$ cat src/ssp_defs.svh
// register map, field positions, reset values and fixed figures of the slave serial port
`ifndef SSP_DEFS_SVH
`define SSP_DEFS_SVH
`define SSP_ADDR_W 3
`define SSP_OFF_BAUD 3'h0
`define SSP_OFF_RXBUF 3'h1
`define SSP_OFF_RXCTL 3'h2
`define SSP_OFF_TXCTL 3'h3
`define SSP_OFF_TXDATA 3'h4
`define SSP_OFF_IRQEN 3'h5
`define SSP_OFF_FLAGS 3'h6
`define SSP_BAUD_IDLE 6
`define SSP_BAUD_CPS 4
`define SSP_RX_SERIAL_PORT_ENABLE 7
`define SSP_RX_RX9 6
`define SSP_RX_SINGLE_RECEIVE_ENABLE 5
`define SSP_RX_CONTINUOUS_RECEIVE_ENABLE 4
`define SSP_RX_OVERRUN_ERROR 1
`define SSP_RX_NINTH_RECEIVE_BIT 0
`define SSP_TX_CLOCK_SOURCE_MASTER 7
`define SSP_TX_TX9 6
`define SSP_TX_TRANSMIT_ENABLE 5
`define SSP_TX_SYNC 4
`define SSP_TX_EMPTY 1
`define SSP_TX_NINTH_TRANSMIT_BIT 0
`define SSP_IE_GIE 7
`define SSP_IE_PERIPHERAL_IRQ_ENABLE 6
`define SSP_IE_RECEIVE_IRQ_ENABLE 5
`define SSP_IE_TRANSMIT_IRQ_ENABLE 4
`define SSP_FL_RXF 5
`define SSP_FL_TXF 4
`define SSP_CTL_RESET 8'h00
`define SSP_ISR_VECTOR 12'h004
`define SSP_LEN_8 4'h8
`define SSP_LEN_9 4'h9
`endif

$ cat src/ssp_pkg.sv
// types shared by the slave serial port
package ssp_pkg;
  typedef enum logic {SSP_TX_IDLE, SSP_TX_SHIFT} ssp_tx_state_t;
endpackage : ssp_pkg

$ cat src/ssp_slave.sv
// synchronous slave serial port: registers, receive fifo, transmit buffer, pin logic
//
// Notes on behaviour
// slave receiver runs regardless of continuous receive
// single receive enable ignored in slave mode
// slave when clocked mode, no master, enabled
// word received in sleep reaches data register
// completed word with enable raises wake request
// wake with global enable calls vector 004h
// ninth received bit readable in status register
// receive flag set on word completion
// received low bytes come from fifo, pop on read
// overrun latched until continuous receive or enable cleared
// only slave shifting continues during sleep
// shift registers clocked by external clock only
// data read unloads; flag clears when fifo empty
// master drives clock and data for reception
// complete word sets receive flag, wakes processor
// data write fills shifter/buffer, clears transmit flag; the code clears it only when the byte goes to the buffer
// master clocks, device shifts data out on pin
// after word, buffer moves to shifter, flag set
// write after buffer emptied clears transmit flag
// transmit wake needs both transmit and peripheral enables
// write with empty shifter starts transmitting at once
// transmit enable required; ninth bit is msb
// lsb first, ninth bit after eight data
// polarity select picks launch and sample edges
//
// Implementation choices: strobed register access and the placing of the registers.
`timescale 1ns/1ps
`include "ssp_defs.svh"

module ssp_slave #(
  parameter int RX_DEPTH = 2
) (
  input wire logic core_clk,
  input wire logic sys_rst,
  input wire logic clk_en,
  input wire logic sleep_mode,
  input wire logic [`SSP_ADDR_W-1:0] reg_addr,
  input wire logic [7:0] reg_wdata,
  input wire logic reg_wr,
  input wire logic reg_rd,
  output logic [7:0] reg_rdata,
  input wire logic serial_clock_pin,
  input wire logic serial_data_in,
  output logic serial_data_out,
  output logic serial_data_oe,
  output logic wake_req,
  output logic isr_call,
  output logic [11:0] isr_addr
);

  localparam int PW = $clog2(RX_DEPTH);
  localparam int CW = $clog2(RX_DEPTH + 1);

  // a single-entry fifo leaves no pointer bits, so refuse it at elaboration
  if (RX_DEPTH < 2)
  begin : g_depth_check
    $error("ssp_slave: RX_DEPTH must be at least 2");
  end

  typedef struct packed {
    logic cps;
    logic serial_port_enable;
    logic rx9;
    logic single_receive_enable;
    logic continuous_receive_enable;
    logic clock_source_master;
    logic tx9;
    logic transmit_enable;
    logic clocked_mode_select;
    logic ninth_transmit_bit;
    logic global_irq_enable;
    logic peripheral_irq_enable;
    logic receive_irq_enable;
    logic transmit_irq_enable;
    logic ck_s1;
    logic ck_s2;
    logic ck_d;
    logic dt_s1;
    logic dt_s2;
    logic [8:0] receive_shift_reg;
    logic [3:0] rx_cnt;
    logic overrun_error;
    logic [PW-1:0] wr_ptr;
    logic [PW-1:0] rd_ptr;
    logic [CW-1:0] fcnt;
    ssp_pkg::ssp_tx_state_t tx_state;
    logic [8:0] transmit_shift_reg;
    logic [3:0] tx_cnt;
    logic tx_sampled;
    logic [7:0] txbuf;
    logic txbuf_full;
    logic txf;
    logic [7:0] rdata;
    logic sdo;
    logic sdoe;
    logic wake;
    logic isr;
    logic [11:0] isr_addr;
  } ssp_state_t;

  ssp_state_t st;
  ssp_state_t next_st;
  logic [8:0] fifo [RX_DEPTH];
  logic push;

  function automatic logic [3:0] ssp_word_len(input logic nine);
    ssp_word_len = nine ? `SSP_LEN_9 : `SSP_LEN_8;
  endfunction : ssp_word_len

  function automatic logic [PW-1:0] ssp_ptr_inc(input logic [PW-1:0] p);
    if (p == PW'(RX_DEPTH - 1))
    begin
      ssp_ptr_inc = '0;
    end
    else
    begin
      ssp_ptr_inc = p + PW'(1);
    end
  endfunction : ssp_ptr_inc

  ////////////////////////////////////////////////////////////////////////////
  // next-state logic

  always_comb
  begin
    logic slave;
    logic rise;
    logic fall;
    logic launch;
    logic sample;
    logic rx_on;
    logic pop;
    logic [3:0] rx_len;
    logic [3:0] tx_len;
    logic tx_done;
    logic [8:0] rx_word;
    slave = 1'b0;
    rise = 1'b0;
    fall = 1'b0;
    launch = 1'b0;
    sample = 1'b0;
    rx_on = 1'b0;
    pop = 1'b0;
    rx_len = 4'h0;
    tx_len = 4'h0;
    tx_done = 1'b0;
    rx_word = 9'h000;
    push = 1'b0;
    next_st = st;

    next_st.ck_s1 = serial_clock_pin;
    next_st.ck_s2 = st.ck_s1;
    next_st.ck_d = st.ck_s2;
    next_st.dt_s1 = serial_data_in;
    next_st.dt_s2 = st.dt_s1;

    // sleep_mode needs no gating: all shifting here follows the pin clock
    slave = st.clocked_mode_select & ~st.clock_source_master & st.serial_port_enable;
    rise = st.ck_s2 & ~st.ck_d;
    fall = ~st.ck_s2 & st.ck_d;
    launch = st.cps ? rise : fall;
    sample = st.cps ? fall : rise;
    // the pin is half duplex, so in slave mode the receiver listens whenever we do not drive
    rx_on = slave & ~st.transmit_enable;
    rx_len = ssp_word_len(st.rx9);
    tx_len = ssp_word_len(st.tx9);

    ////////////////////////////////////////////////////////////////////////////
    // register writes
    if (reg_wr)
    begin
      case (reg_addr)
        `SSP_OFF_BAUD:
        begin
          next_st.cps = reg_wdata[`SSP_BAUD_CPS];
        end
        `SSP_OFF_RXCTL:
        begin
          next_st.serial_port_enable = reg_wdata[`SSP_RX_SERIAL_PORT_ENABLE];
          next_st.rx9 = reg_wdata[`SSP_RX_RX9];
          next_st.single_receive_enable = reg_wdata[`SSP_RX_SINGLE_RECEIVE_ENABLE];
          next_st.continuous_receive_enable = reg_wdata[`SSP_RX_CONTINUOUS_RECEIVE_ENABLE];
        end
        `SSP_OFF_TXCTL:
        begin
          next_st.clock_source_master = reg_wdata[`SSP_TX_CLOCK_SOURCE_MASTER];
          next_st.tx9 = reg_wdata[`SSP_TX_TX9];
          next_st.transmit_enable = reg_wdata[`SSP_TX_TRANSMIT_ENABLE];
          next_st.clocked_mode_select = reg_wdata[`SSP_TX_SYNC];
          next_st.ninth_transmit_bit = reg_wdata[`SSP_TX_NINTH_TRANSMIT_BIT];
        end
        `SSP_OFF_IRQEN:
        begin
          next_st.global_irq_enable = reg_wdata[`SSP_IE_GIE];
          next_st.peripheral_irq_enable = reg_wdata[`SSP_IE_PERIPHERAL_IRQ_ENABLE];
          next_st.receive_irq_enable = reg_wdata[`SSP_IE_RECEIVE_IRQ_ENABLE];
          next_st.transmit_irq_enable = reg_wdata[`SSP_IE_TRANSMIT_IRQ_ENABLE];
        end
        default:
        begin
        end
      endcase
    end

    ////////////////////////////////////////////////////////////////////////////
    // register reads, answered one cycle later
    next_st.rdata = 8'h00;
    if (reg_rd)
    begin
      case (reg_addr)
        `SSP_OFF_BAUD:
        begin
          next_st.rdata[`SSP_BAUD_CPS] = st.cps;
          next_st.rdata[`SSP_BAUD_IDLE] = (st.rx_cnt == 4'h0);
        end
        `SSP_OFF_RXBUF:
        begin
          next_st.rdata = fifo[st.rd_ptr][7:0];
          pop = (st.fcnt != '0);
        end
        `SSP_OFF_RXCTL:
        begin
          next_st.rdata[`SSP_RX_SERIAL_PORT_ENABLE] = st.serial_port_enable;
          next_st.rdata[`SSP_RX_RX9] = st.rx9;
          next_st.rdata[`SSP_RX_SINGLE_RECEIVE_ENABLE] = st.single_receive_enable;
          next_st.rdata[`SSP_RX_CONTINUOUS_RECEIVE_ENABLE] = st.continuous_receive_enable;
          next_st.rdata[`SSP_RX_OVERRUN_ERROR] = st.overrun_error;
          next_st.rdata[`SSP_RX_NINTH_RECEIVE_BIT] = fifo[st.rd_ptr][8];
        end
        `SSP_OFF_TXCTL:
        begin
          next_st.rdata[`SSP_TX_CLOCK_SOURCE_MASTER] = st.clock_source_master;
          next_st.rdata[`SSP_TX_TX9] = st.tx9;
          next_st.rdata[`SSP_TX_TRANSMIT_ENABLE] = st.transmit_enable;
          next_st.rdata[`SSP_TX_SYNC] = st.clocked_mode_select;
          next_st.rdata[`SSP_TX_EMPTY] = (st.tx_state == ssp_pkg::SSP_TX_IDLE);
          next_st.rdata[`SSP_TX_NINTH_TRANSMIT_BIT] = st.ninth_transmit_bit;
        end
        `SSP_OFF_IRQEN:
        begin
          next_st.rdata[`SSP_IE_GIE] = st.global_irq_enable;
          next_st.rdata[`SSP_IE_PERIPHERAL_IRQ_ENABLE] = st.peripheral_irq_enable;
          next_st.rdata[`SSP_IE_RECEIVE_IRQ_ENABLE] = st.receive_irq_enable;
          next_st.rdata[`SSP_IE_TRANSMIT_IRQ_ENABLE] = st.transmit_irq_enable;
        end
        `SSP_OFF_FLAGS:
        begin
          next_st.rdata[`SSP_FL_RXF] = (st.fcnt != '0);
          next_st.rdata[`SSP_FL_TXF] = st.txf;
        end
        default:
        begin
        end
      endcase
    end

    ////////////////////////////////////////////////////////////////////////////
    // receiver
    rx_word = {st.dt_s2, st.receive_shift_reg[8:1]};
    if (rx_on & sample)
    begin
      if (st.rx_cnt + 4'h1 == rx_len)
      begin
        next_st.rx_cnt = 4'h0;
        next_st.receive_shift_reg = 9'h000;
        // an 8-bit word sits one place high after eight right shifts
        if (!st.rx9)
        begin
          rx_word = {1'b0, rx_word[8:1]};
        end
        if (st.overrun_error || (st.fcnt == CW'(RX_DEPTH) && !pop))
        begin
          next_st.overrun_error = 1'b1;
        end
        else
        begin
          push = 1'b1;
        end
      end
      else
      begin
        next_st.rx_cnt = st.rx_cnt + 4'h1;
        next_st.receive_shift_reg = rx_word;
      end
    end
    if (!st.continuous_receive_enable)
    begin
      next_st.overrun_error = 1'b0;
    end
    if (push)
    begin
      next_st.wr_ptr = ssp_ptr_inc(st.wr_ptr);
    end
    if (pop)
    begin
      next_st.rd_ptr = ssp_ptr_inc(st.rd_ptr);
    end
    next_st.fcnt = st.fcnt + CW'(push) - CW'(pop);

    ////////////////////////////////////////////////////////////////////////////
    // transmitter
    case (st.tx_state)
      ssp_pkg::SSP_TX_IDLE:
      begin
        next_st.sdo = 1'b1;
      end
      ssp_pkg::SSP_TX_SHIFT:
      begin
        next_st.sdo = st.transmit_shift_reg[0];
        if (sample)
        begin
          next_st.tx_cnt = st.tx_cnt + 4'h1;
          next_st.tx_sampled = 1'b1;
        end
        if (launch && st.tx_sampled)
        begin
          next_st.tx_sampled = 1'b0;
          next_st.transmit_shift_reg = {1'b1, st.transmit_shift_reg[8:1]};
          if (st.tx_cnt == tx_len)
          begin
            tx_done = 1'b1;
            next_st.tx_state = ssp_pkg::SSP_TX_IDLE;
          end
        end
      end
      default:
      begin
        next_st.tx_state = ssp_pkg::SSP_TX_IDLE;
      end
    endcase

    if (tx_done && st.txbuf_full && st.transmit_enable)
    begin
      // buffered byte follows straight on; flag rises as buffer empties
      next_st.transmit_shift_reg = {st.ninth_transmit_bit, st.txbuf};
      next_st.tx_cnt = 4'h0;
      next_st.tx_state = ssp_pkg::SSP_TX_SHIFT;
      next_st.txbuf_full = 1'b0;
      next_st.txf = 1'b1;
    end

    // a held byte moves first, so a write in the same cycle refills the buffer instead of being lost
    if (st.tx_state == ssp_pkg::SSP_TX_IDLE && st.txbuf_full && st.transmit_enable && slave)
    begin
      next_st.transmit_shift_reg = {st.ninth_transmit_bit, st.txbuf};
      next_st.tx_cnt = 4'h0;
      next_st.tx_sampled = 1'b0;
      next_st.tx_state = ssp_pkg::SSP_TX_SHIFT;
      next_st.txbuf_full = 1'b0;
      next_st.txf = 1'b1;
    end

    if (reg_wr && reg_addr == `SSP_OFF_TXDATA)
    begin
      if (next_st.tx_state == ssp_pkg::SSP_TX_IDLE && st.transmit_enable && slave && !next_st.txbuf_full)
      begin
        next_st.transmit_shift_reg = {st.ninth_transmit_bit, reg_wdata};
        next_st.tx_cnt = 4'h0;
        next_st.tx_sampled = 1'b0;
        next_st.tx_state = ssp_pkg::SSP_TX_SHIFT;
        next_st.sdo = reg_wdata[0];
      end
      else
      begin
        next_st.txbuf = reg_wdata;
        next_st.txbuf_full = 1'b1;
        next_st.txf = 1'b0;
      end
    end

    if (!st.transmit_enable)
    begin
      next_st.tx_state = ssp_pkg::SSP_TX_IDLE;
      next_st.tx_cnt = 4'h0;
      next_st.tx_sampled = 1'b0;
    end
    next_st.sdoe = slave & st.transmit_enable;

    ////////////////////////////////////////////////////////////////////////////
    // clearing the enable resets the whole port but keeps its settings
    if (!st.serial_port_enable)
    begin
      next_st.receive_shift_reg = 9'h000;
      next_st.rx_cnt = 4'h0;
      next_st.overrun_error = 1'b0;
      next_st.wr_ptr = '0;
      next_st.rd_ptr = '0;
      next_st.fcnt = '0;
      next_st.tx_state = ssp_pkg::SSP_TX_IDLE;
      next_st.transmit_shift_reg = 9'h1ff;
      next_st.tx_cnt = 4'h0;
      next_st.tx_sampled = 1'b0;
      next_st.txbuf_full = 1'b0;
      next_st.txf = 1'b1;
      next_st.sdo = 1'b1;
      push = 1'b0;
    end

    ////////////////////////////////////////////////////////////////////////////
    // wake and vector requests
    next_st.wake = (st.fcnt != '0 && st.receive_irq_enable)
                 | (st.txf && st.transmit_irq_enable && st.peripheral_irq_enable);
    next_st.isr = st.wake & st.global_irq_enable;
    next_st.isr_addr = `SSP_ISR_VECTOR;
  end

  ////////////////////////////////////////////////////////////////////////////
  // state registers

  always_ff @(posedge core_clk or posedge sys_rst)
  begin
    if (sys_rst)
    begin
      st <= '0;
      st.transmit_shift_reg <= 9'h1ff;
      st.txf <= 1'b1;
      st.sdo <= 1'b1;
      st.isr_addr <= `SSP_ISR_VECTOR;
      st.tx_state <= ssp_pkg::SSP_TX_IDLE;
    end
    else if (clk_en)
    begin
      st <= next_st;
    end
  end

  // the fifo array has no reset: the count says which words are valid
  always_ff @(posedge core_clk)
  begin
    if (clk_en && push)
    begin
      fifo[st.wr_ptr] <= st.rx9 ? {st.dt_s2, st.receive_shift_reg[8:1]} : {1'b0, st.dt_s2, st.receive_shift_reg[8:2]};
    end
  end

  assign reg_rdata = st.rdata;
  assign serial_data_out = st.sdo;
  assign serial_data_oe = st.sdoe;
  assign wake_req = st.wake;
  assign isr_call = st.isr;
  assign isr_addr = st.isr_addr;

endmodule : ssp_slave

$ cat config.mk
export PLATFORM = sky130hd
export DESIGN_NAME = ssp_slave
export DESIGN_NICKNAME = d
export VERILOG_FILES = /design/src/ssp_pkg.sv /design/src/ssp_slave.sv
export VERILOG_INCLUDE_DIRS = /design/src /design/src/src
export SDC_FILE = /design/constraint.sdc
export NUM_CORES = 1
export LEC_CHECK = 0
export ABC_AREA = 1
export BUFFER_PORTS_ARGS = -buffer_cell sky130_fd_sc_hd__buf_4
export CAP_MARGIN = 20
export CORE_UTILIZATION = 40
export CTS_CLUSTER_DIAMETER = 30
export DETAILED_ROUTE_END_ITERATION = 10
export GPL_ROUTABILITY_DRIVEN = 0
export PLACE_DENSITY = 0.68
export SLEW_MARGIN = 40
export SYNTH_ARGS = -nofsm -noshare
export SYNTH_HDL_FRONTEND = slang
export SYNTH_SLANG_ARGS = --single-unit
$ cat constraint.sdc
create_clock -name core_clk -period 3.2 [get_ports core_clk]
set_input_delay 0.16 -clock core_clk [delete_from_list [all_inputs] [get_ports core_clk]]
set_output_delay 0.16 -clock core_clk [all_outputs]
set_load 0.05 [all_outputs]
# == Yosys cells after proc, flatten, opt, wreduce, memory -nomap -nowiden ==
# Memories as Yosys holds them, arrays and structs flattened.
# Index checks and enable logic that the tools add are counted.
# Widths: inputs -> output; s select.
# totals
n_memories,1
ramBits,18
inputBits,19
register_bits,74
out_inout_bits,24
# op_classes
n_reduce_logical,30
n_mux,52
n_addsub,6
eq_ne,15
bitwise,16
# mem_list
memory,depth,width,rd,rd_clocked_by_memory_dff,write_ports,line_no,source
fifo,2,9,1,0,1,ssp_slave.sv:106,logic [8:0] fifo [RX_DEPTH];
# ops
op,n
$mux 15,3
$mux 33,1
$mux 1,28
$mux 14,2
$mux 25,1
$mux 10,2
$logic_and 1x1->1,15
$reduce_and 3->1,5
$mux 13,1
$mux 5,2
$pmux 1 s5,2
$eq 3x3->1 const B,3
$mux 9,1
$ne 3x2->1 const B,3
$add 4x1->4 const B,2
$and 1x1->1,8
$eq 4x4->1,2
$mux 2,4
$mux 8,1
$not 1->1,7
$eq 3x2->1 const B,2
$ne 2x1->1 const B,3
$pmux 1 s6,1
$pmux 2 s3,1
15 further kinds,19

# == Longest topological paths before layout ==
# Gate-level depths: netlist (run 1).
# depth
ltp_word,18
mapped_depth,14

# == Least setup slack after synthesis (run 1) ==
# No wires, ideal clock.
# synth_path
path_type,register -> register
from,register st[54] (netlist bit)
to,"memory fifo[1][0], enable pin"
arrival_ns,1.788
n_path_buf,0
path_slack_ns,1.038
period_less_slack_ns,2.162
stages_incl_launch_ff,8
required_ns,2.826
path_cell_list,dfrtp_1 -> inv_1 -> ha_1 -> a21oi_1 -> o211ai_1 -> nor2_1 -> nand4_1 -> nor2_1
# synth_between
elab_chain_len,8
# synth_rtl
element,line_no,source
"start, declared",ssp_slave.sv:104,ssp_state_t st;
"start signal, assigned",ssp_slave.sv:426,st <= next_st;
$add 4x1->4,ssp_slave.sv:265,if (st.rx_cnt + 4'h1 == rx_len)
$eq 4x4->1,ssp_slave.sv:265,
$mux 1,ssp_slave.sv:265,
$mux 1,ssp_slave.sv:263,if (rx_on & sample)
$mux 1,ssp_slave.sv:384,if (!st.serial_port_enable)
$logic_and 1x1->1,ssp_slave.sv:433,if (clk_en && push)
$mux 1,ssp_slave.sv:433,
$mux 1,ssp_slave.sv:435,"fifo[st.wr_ptr] <= st.rx9 ? {st.dt_s2, st.receive_shift_reg[8:1]} : {1'b0, st.dt_s2, st.receive_shift_reg[8:2] ..."
"end, declared",ssp_slave.sv:106,
# No other way between the ends.

# == Worst setup path after layout (run 1) ==
# layout_path
from,register st[54] (netlist bit)
to,"memory fifo[1][6], enable pin"
# The elaborated chain is that of the path after synthesis.

==> results.md, run 1 <==
Power and ir drop:
- The share of total power dissipated in the clock network is between 30% and 40%.
- The switching power share of the total is 27.1%.
- The final total power is 2.84 mW.
- The share of total power dissipated in combinational logic is 13.1%.
- The maximum vdd ir drop is ~0.00023 V.
- The internal power consumption is 2.07 mW.
- Summed over all nets, the switching power comes to 0.769 mW.
- In this run the static leakage power is roughly 2.6 nW.
- The power per unit of standard cell area is ~530 nW/um^2.
- The share of total power dissipated in sequential elements is 47.0%.

Hold path:
- The classification of the worst-slack hold path is in2reg.

Final layout:
- The fraction of final layout cells with drive strength greater than 1 is 14.7%.
- The sequential cells in the finished layout cover a total of 2380 sq um.
- The area of the multi-input gates is 1920 sq um.
- After routing the design area is 5370 sq um.
- From synthesis to final layout, the design area changed by 11.5%.
- The count of placed standard cells in the final layout, fillers left out is 748.
- Leaving out fill and tap cells, the most frequent cells in the layout are nand2_1 (152), inv_1 (77), dfrtp_1 (62), o21ai_0 (56), nand3_1 (42).
- The total number of nets in the final design is 624.
- The repair_antennas step left the layout with diodes totalling 0.
- The number of inserted filler cells in the final layout is 1100.
- The most common cell after layout, fill and taps aside is nand2_1.

Synth:
- The share of synthesized area in the top cell type comes to around a third.
- The post-synthesis average cell area is 8.29 sq um.
- Yosys attributes the largest share of cell area to dfrtp_1 (32%), nand2_1 (12%), edfxtp_1 (11%).
- The synthesized instance count is 581.
- The flop and latch count out of synthesis is slightly above 90.
- For this run, the number of Yosys warnings is 0.
- In this run the cell area of the synthesized design comes to 4820 sq um.
- The post-synthesis cell type count is 45.
- The top cell type by total area after synthesis is dfrtp_1.
- For this run, the register share of the synthesized area comes to 49.4%.

GRT:
- The number of antenna violations at the first check in global routing is 0.
- The largest net degree at the start of global routing is 32.
- The number of global-route vias before repair is around 3700.
- The leftover overflow at the end of global routing is 0.
- The first-pass GRT wire length is 18300 um.
- Global routing used 18.5% of the available tracks across all layers.

CTS:
- The maximum count of clock buffers along a single path is 2.
- The clock tree from TritonCTS is yes.
- The clock buffer count from CTS is 9.
- The clock root buffer is clkbuf_16.
- The H-tree generated during clock tree synthesis spans 3 levels.
- The clock net in this run drives a total of 91 sinks.
- In this run the post-CTS setup repair buffer count came out at 0.
- The clock latency on the worst-skew pair is around 0.34 ns.
- After clock tree synthesis, the repair step resized 0 gates.
- The register clock-pin slew on the reported worst setup and hold paths is 0.06 ns.
- Buffers inserted to repair hold after CTS numbered 1.

STA:
- The slew at the pin closest to its max-slew limit is 0.701 ns.
- The aggregate negative setup slack is 0 ns.
- For the final database, setup skew stands at 0.00628 ns.
- Counting I/O delays and the setup requirement, the final critical path takes 2.45 ns.
- Setup violations remaining at the end of the flow were counted as 0.
- The number of max-slew violations in the final report was 0.
- Setup repair after global routing left no endpoint under its margin.
- Headroom to the max-slew limit came out at 53.3%.
- Derived from the worst setup path, the maximum achievable clock frequency is around 0.41 GHz.
- The share of the clock period used by the worst path is 76.6%.
- Across all hold checks on the routed design, the worst slack comes to about 0.028 ns.
- The count of final hold-check violations came to 0.

Route:
- The number of vias after detailed routing is 3866.
- The highest layer used for signal routing is met4.
- The routed wire length on met2 is roughly 4800 um.
- The number of nets with antenna violations after detailed routing is 0.
- Using the TritonRoute via totals, the vias-per-cell ratio works out to 5.17.
- The detailed router put a total of 4890 um of wire on met1.
- The length of the first detailed-routing pass in iterations is 8.
- After the first detailed-routing iteration, the DRC count stood at 417.
- The routed wire length on met3 is 620 um.
- For this block, the routed nets add up to approximately 11000 um of wire.
- In the final routed layout, each cell accounts on average for between 10 and 15 um.
- For this run, design rule violations remaining after detail routing come to 7.

Floorplan:
- The starting density of the core is 41.6%.
- The I/O pin total is 43.
- The floorplan step defined a die boundary enclosing about 12000 sq um.
- Measured along the x axis, the die boundary spans 112 um.
- Row generation in the floorplan step produced 39 rows.
- The core area is 11600 sq um.
- The vertical extent of the die is 112 um.

Setup path:
- The startpoint kind of the worst setup timing path is a flop.
- The worst setup path is captured at a flop.
- Along the worst path, the maximum fanout reaches 9.
- The critical path class is reg2reg.
- At the worst endpoint, the arrival time is ~2.4 ns.
- STA puts the critical path data required time at 3.19 ns.

Status:
- The flow ran to the end, but the final reports show violations.
- The checks that failed: design-rule violations.

Place:
- Including well taps, the total number of placed cells is between 700 and 800.
- The number of port buffers is 29.
- The post-detailed-placement half-perimeter wirelength is between 7000 and 8000 um.
- After detailed placement, the total cell area comes to 5040 sq um.

Run:
- The tool flagged a number of max-cap violations equal to 0.
-- cell type report --
| cell class | instances | area share [%] |
|---|---|---|
| multi-input combinational | 380 | 35.7 |
| timing repair buffer | 34 | 4.80 |
| tap | 143 | 3.33 |
| sequential | 91 | 44.3 |
| clock buffer | 11 | 4.52 |
| inverter | 84 | 5.87 |
| clock inverter | 5 | 1.42 |
-- Yosys cell counts (all sizes together) --
library cell	n
nand2	158
inv	82
o21ai	66
dfrtp	62
nand3	45
buf	29
nor2	29
edfxtp	18
a21oi	17
o22ai	13
dfstp	11
clkbuf	7
o211ai	6
ha	5
nand4	5
xor2	4
a31oi	3
nor3	3
a211oi	2
clkinv	2
conb	2
mux2i	2
xnor2	2
a21boi	1
a22oi	1
a41oi	1
and3	1
o21a	1
o2bb2ai	1
o31ai	1
or2	1
-- final timing paths --
path	from	endpoint	slack, ns	cells after the start
hold / removal	serial_clock_pin	next_st[70]$_DFFE_PP0P_	0.03	3
hold reg to reg	serial_data_oe$_DFFE_PP0P_	serial_data_oe$_DFFE_PP0P_	0.48	2
min in group asynchronous	sys_rst	reg_rdata[2]$_DFFE_PP0P_	0.46	3
setup reg to reg	st[54]$_DFFE_PP0P_	fifo[1][6]$_DFFE_PP_	0.75	7
setup / recovery	st[54]$_DFFE_PP0P_	fifo[1][6]$_DFFE_PP_	0.75	7
max in group asynchronous	sys_rst	st[40]$_DFFE_PP1P_	1.91	4
-- power groups by stage --
stage / logic, mW / clock network (mW) / registers, mW
finish: 0.371 / 1.13 / 1.34
global route: 0.416 / 1.20 / 1.35
CTS: 0.371 / 1.15 / 1.34
detailed placement: 0.367 / 0 / 1.36
global placement: 0.355 / 0 / 1.35
floorplan: 0.282 / 0 / 1.34
-- cells by family after synthesis --
family | share of synthesized area [%]
flops | 49.4
fa+ha+maj | 1.30
mux | 0.416
other cells | 0.156
xor+xnor | 1.09
simple gates | 22.3
compound gates | 13.6
buf+inv | 11.6
-- routing by layer --
| layer | vias up | global-route usage [%] |
|---|---|---|
| met5 | - | 0 |
| met4 | 0 | 7.39 |
| met3 | 15 | 3.59 |
| met2 | 133 | 28.2 |
| met1 | 1824 | 26.0 |
| li1 | 1894 | - |
-- critical path, stage by stage, from the launching register on --
cell and delay, ns:
dfrtp_1 0.41, inv_1 0.10, ha_1 0.32, a21oi_1 0.17, o211ai_1 0.12, nor2_1 0.27, nand4_1 0.25, nor2_2 0.44
-- registers in the layout, indices dropped and copies added (netlist names) --
register	cells
fifo	18
isr_call	1
next_st	3
reg_rdata	8
serial_data_oe	1
serial_data_out	1
st	58
wake_req	1
-- through the flow --
stage / util, % / setup slack [ns]
2_1_floorplan: - / 1.04
3_3_place_gp: 43.5 / 0.769
3_5_place_dp: 43.5 / 0.580
4_1_cts: 46.4 / 0.576
5_1_grt: 46.4 / 0.426
6_report: 46.4 / 0.747
Note: power is estimated with default switching activity, not from simulation.
==> inputs of run 2 (changes only) <==
==> constraint.sdc (replaced) <==
create_clock -name core_clk -period 2.3 [get_ports core_clk]
set_input_delay 0.115 -clock core_clk [delete_from_list [all_inputs] [get_ports core_clk]]
set_output_delay 0.115 -clock core_clk [all_outputs]
set_load 0.05 [all_outputs]
==> run 2 against run 1 <==
Effect of this change:
- the run still ends with design-rule violations left
- die area unchanged
- critical path depth up 5
- via count up 1.5%
- register-to-register slack worse by 0.62 ns
- clock power up 34%
- sequential power up 37%
- count of clock-buffer cells in the layout up 4
- critical path type unchanged
- largest power group unchanged
- highest routed layer unchanged
==> results.md, run 2 (synthesized netlist as in run 1, its figures left out) <==
Status:
- The run finished, with violations left.
- The checks that failed: design-rule violations.

Final layout:
- The utilization of the core after routing was 47.2% (+0.74 points).
- The number of flip-flops under the largest register name is 58 (unchanged).
- The count of placed standard cells in the final layout, fillers left out was 757 (+1.2%).
- The number of inserted filler cells in the final layout is 1082 (-1.6%).
- The fraction of final layout cells with drive strength greater than 1 was 15.5% (+0.76 points).
- More flip-flops sit in one register than any other, and that register is st.
- From synthesis to final layout, the design area changed by 13.3%.
- The most common cell after layout, fill and taps aside is nand2_1.
- The library cells used most frequently in the layout, excluding fill and tap cells, are nand2_1 (152), inv_1 (77), dfrtp_1 (62), o21ai_0 (56), nand3_1 (42).
- The total number of nets in the final design is 633 (+1.4%).
- The area of all placed cells without fillers was 5460 sq um (+1.6%).
- The total inserted antenna cells is 0 (unchanged).

Place:
- The instance area at placement is 5090 sq um (+1.1%).
- The count of placed standard cells including taps is 737 (+0.82%).
- The post-detailed-placement half-perimeter wirelength is 7690 um (+2.7%).
- The number of port buffers is 29 (unchanged).
- The post-placement setup slack is 0.113 ns (-0.468 ns).

STA:
- The slew at the pin closest to its max-slew limit is 0.582 ns (-0.119 ns).
- The worst-case setup margin in the final layout is 0.131 ns (-0.616 ns).
- The final hold slack is 0.0247 ns (-0.00339 ns).
- The count of final hold-check violations is 0 (unchanged).
- Setup repair after global routing left no endpoint under its margin.
- The relative max-transition margin is 61.1% (+7.8 points).
- The share of the clock period used by the worst path came to 94.3% (+18 points).
- The post-route minimum period came to 2.17 ns (-0.284 ns).
- The maximum frequency from static timing analysis is 0.461 GHz (+13%).
- The aggregate negative setup slack came to 0 ns (unchanged).
- The number of max-slew violations in the final report is 0 (unchanged).
- The number of setup violations in the final report is 0 (unchanged).
- The setup clock skew after layout came to 0.00641 ns (+0.000123 ns).

CTS:
- The clock buffer count from CTS is 9 (unchanged).
- The H-tree level count came to 3 (unchanged).
- The count of clock tree sinks is 91 (unchanged).
- The register clock-pin slew on the reported worst setup and hold paths is 0.06 ns (about the same).
- The tree is rooted in a clkbuf_16.
- The maximum count of clock buffers along a single path was 2 (unchanged).
- TritonCTS built the clock tree.
- The clock latency on the worst-skew pair is 0.34 ns (about the same).

Route:
- The total DRC errors in the routed layout is 7 (unchanged).
- The length of the first detailed-routing pass in iterations is 8 (unchanged).
- The total wire length is 10800 um (+2.3%).
- The number of vias after detailed routing is 3925 (+1.5%).
- The routed via count divided by cell count is 5.18 (+0.32%).
- The average routed wire per standard cell came to 14.2 um (+1.0%).
- The number of violations reported at the end of detailed-routing iteration 0 is 362 (-13%).
- The number of nets with antenna violations after detailed routing is 0 (unchanged).

Power and ir drop:
- The power per unit of standard cell area is 721 nW/um^2 (+36%).
- The final total power is 3.93 mW (+38%).
- The static power due to leakage is 2.65 nW (+1.9%).
- The maximum vdd ir drop is 0.000342 V (+50%).

Floorplan:
- The area enclosed by the die boundary is 12500 sq um (unchanged).
- The vertical extent of the die came to 112 um (unchanged).
- The starting density of the core is 41.6% (unchanged).
- The I/O pin total is 43 (unchanged).
- The overall die width is 112 um (unchanged).
- The core area is 11600 sq um (unchanged).
- The placement row count is 39 (unchanged).

Setup path:
- The worst-path maximum fanout came to 5 (-4).
- The cell occurring most often along the worst timing path is inv_1.
- The standard cell with the maximum stage delay on the critical path is dfrtp_1.
- The critical path's largest stage delay is 0.42 ns (-0.02 ns).
- The worst setup path is captured at a flop.
- The worst endpoint required time is 2.51 ns (-0.68 ns).
- The critical path class is reg2reg.
- Traced cell by cell, the critical path runs through inv_1, ha_4, a21oi_2, o211ai_1, nor2_1, nand3_1, ha_1, inv_1, ha_1, inv_1, o21ai_0, o22ai_1.
- The worst path arrival time is 2.38 ns (-0.06 ns).
- The worst setup path is launched from a flop.

GRT:
- The number of antenna violations at the first check in global routing was 0 (unchanged).
- The first-pass GRT wire length was 18600 um (+1.7%).
- The largest net degree at the start of global routing was 49 (+53%).
- The number of global-route vias before repair is 3834 (+3.5%).
- The leftover overflow at the end of global routing is 0 (unchanged).
- The global-route usage over all layers is 18.9% (+0.37 points).

Run:
- The max-cap violation count came to 0 (unchanged).

Hold path:
- The classification of the worst-slack hold path is in2reg.
[run 2: cell types whose count changed in the layout (fill, tap and decap cells not counted), moves of 2 or more]
| cell | delta |
|---|---|
| buf_4 | +6 |
| clkbuf_1 | +2 |
| clkbuf_8 | +2 |
| dlygate4sd3_1 | +2 |
| nor2_1 | +2 |
| nor2_2 | -2 |
[run 2: where the power goes]
group | internal (mW) | switching, mW
registers | 1.76 | 0.0845
clock network | 0.933 | 0.580
logic | 0.179 | 0.399
total | 2.87 | 1.06
[run 2: layout make-up]
type | instances | area [sq um] | area share [%]
Inverter | 84 | 315 | 5.78
Tap cell | 143 | 179 | 3.28
Sequential cell | 91 | 2380 | 43.6
Timing Repair Buffer | 43 | 343 | 6.28
Multi-Input combinational cell | 380 | 1930 | 35.4
Clock buffer | 15 | 278 | 5.09
Clock inverter | 1 | 30.0 | 0.550
[run 2: critical path: cells and delay by family, from the launching register on]
kind	cells	cell delay, ns
flops	1	0.42
simple gates	2	0.27
compound gates	4	0.44
fa+ha+maj	3	0.67
buf+inv	3	0.25
[run 2: timing repair]
action,in CTS,in global routing
setup buffers,0,1
resized for setup,0,2
hold buffers,3,0
endpoints found under the hold margin,22,0
setup endpoints to repair,0,2
[run 2: layer usage]
metal / part of all wire, % / GRT usage [%]
met1: 45 / 25.4
met3: 5.9 / 3.54
met2: 47 / 30.2
met4: 2.1 / 7.48
met5: 0 / 0
[run 2: worst paths after layout]
kind | start | to | slack, ns | cells past startpoint
max | st[54]$_DFFE_PP0P_ | st[50]$_DFFE_PP0P_ | 0.13 | 12
min | reg_wdata[3] | st[29]$_DFFE_PP0P_ | 0.02 | 3
max reg2reg | st[54]$_DFFE_PP0P_ | st[50]$_DFFE_PP0P_ | 0.13 | 12
min reg2reg | isr_call$_DFFE_PP0P_ | isr_call$_DFFE_PP0P_ | 0.48 | 2
max in group asynchronous | sys_rst | serial_data_out$_DFFE_PP1P_ | 1.20 | 4
min in group asynchronous | sys_rst | reg_rdata[2]$_DFFE_PP0P_ | 0.39 | 3
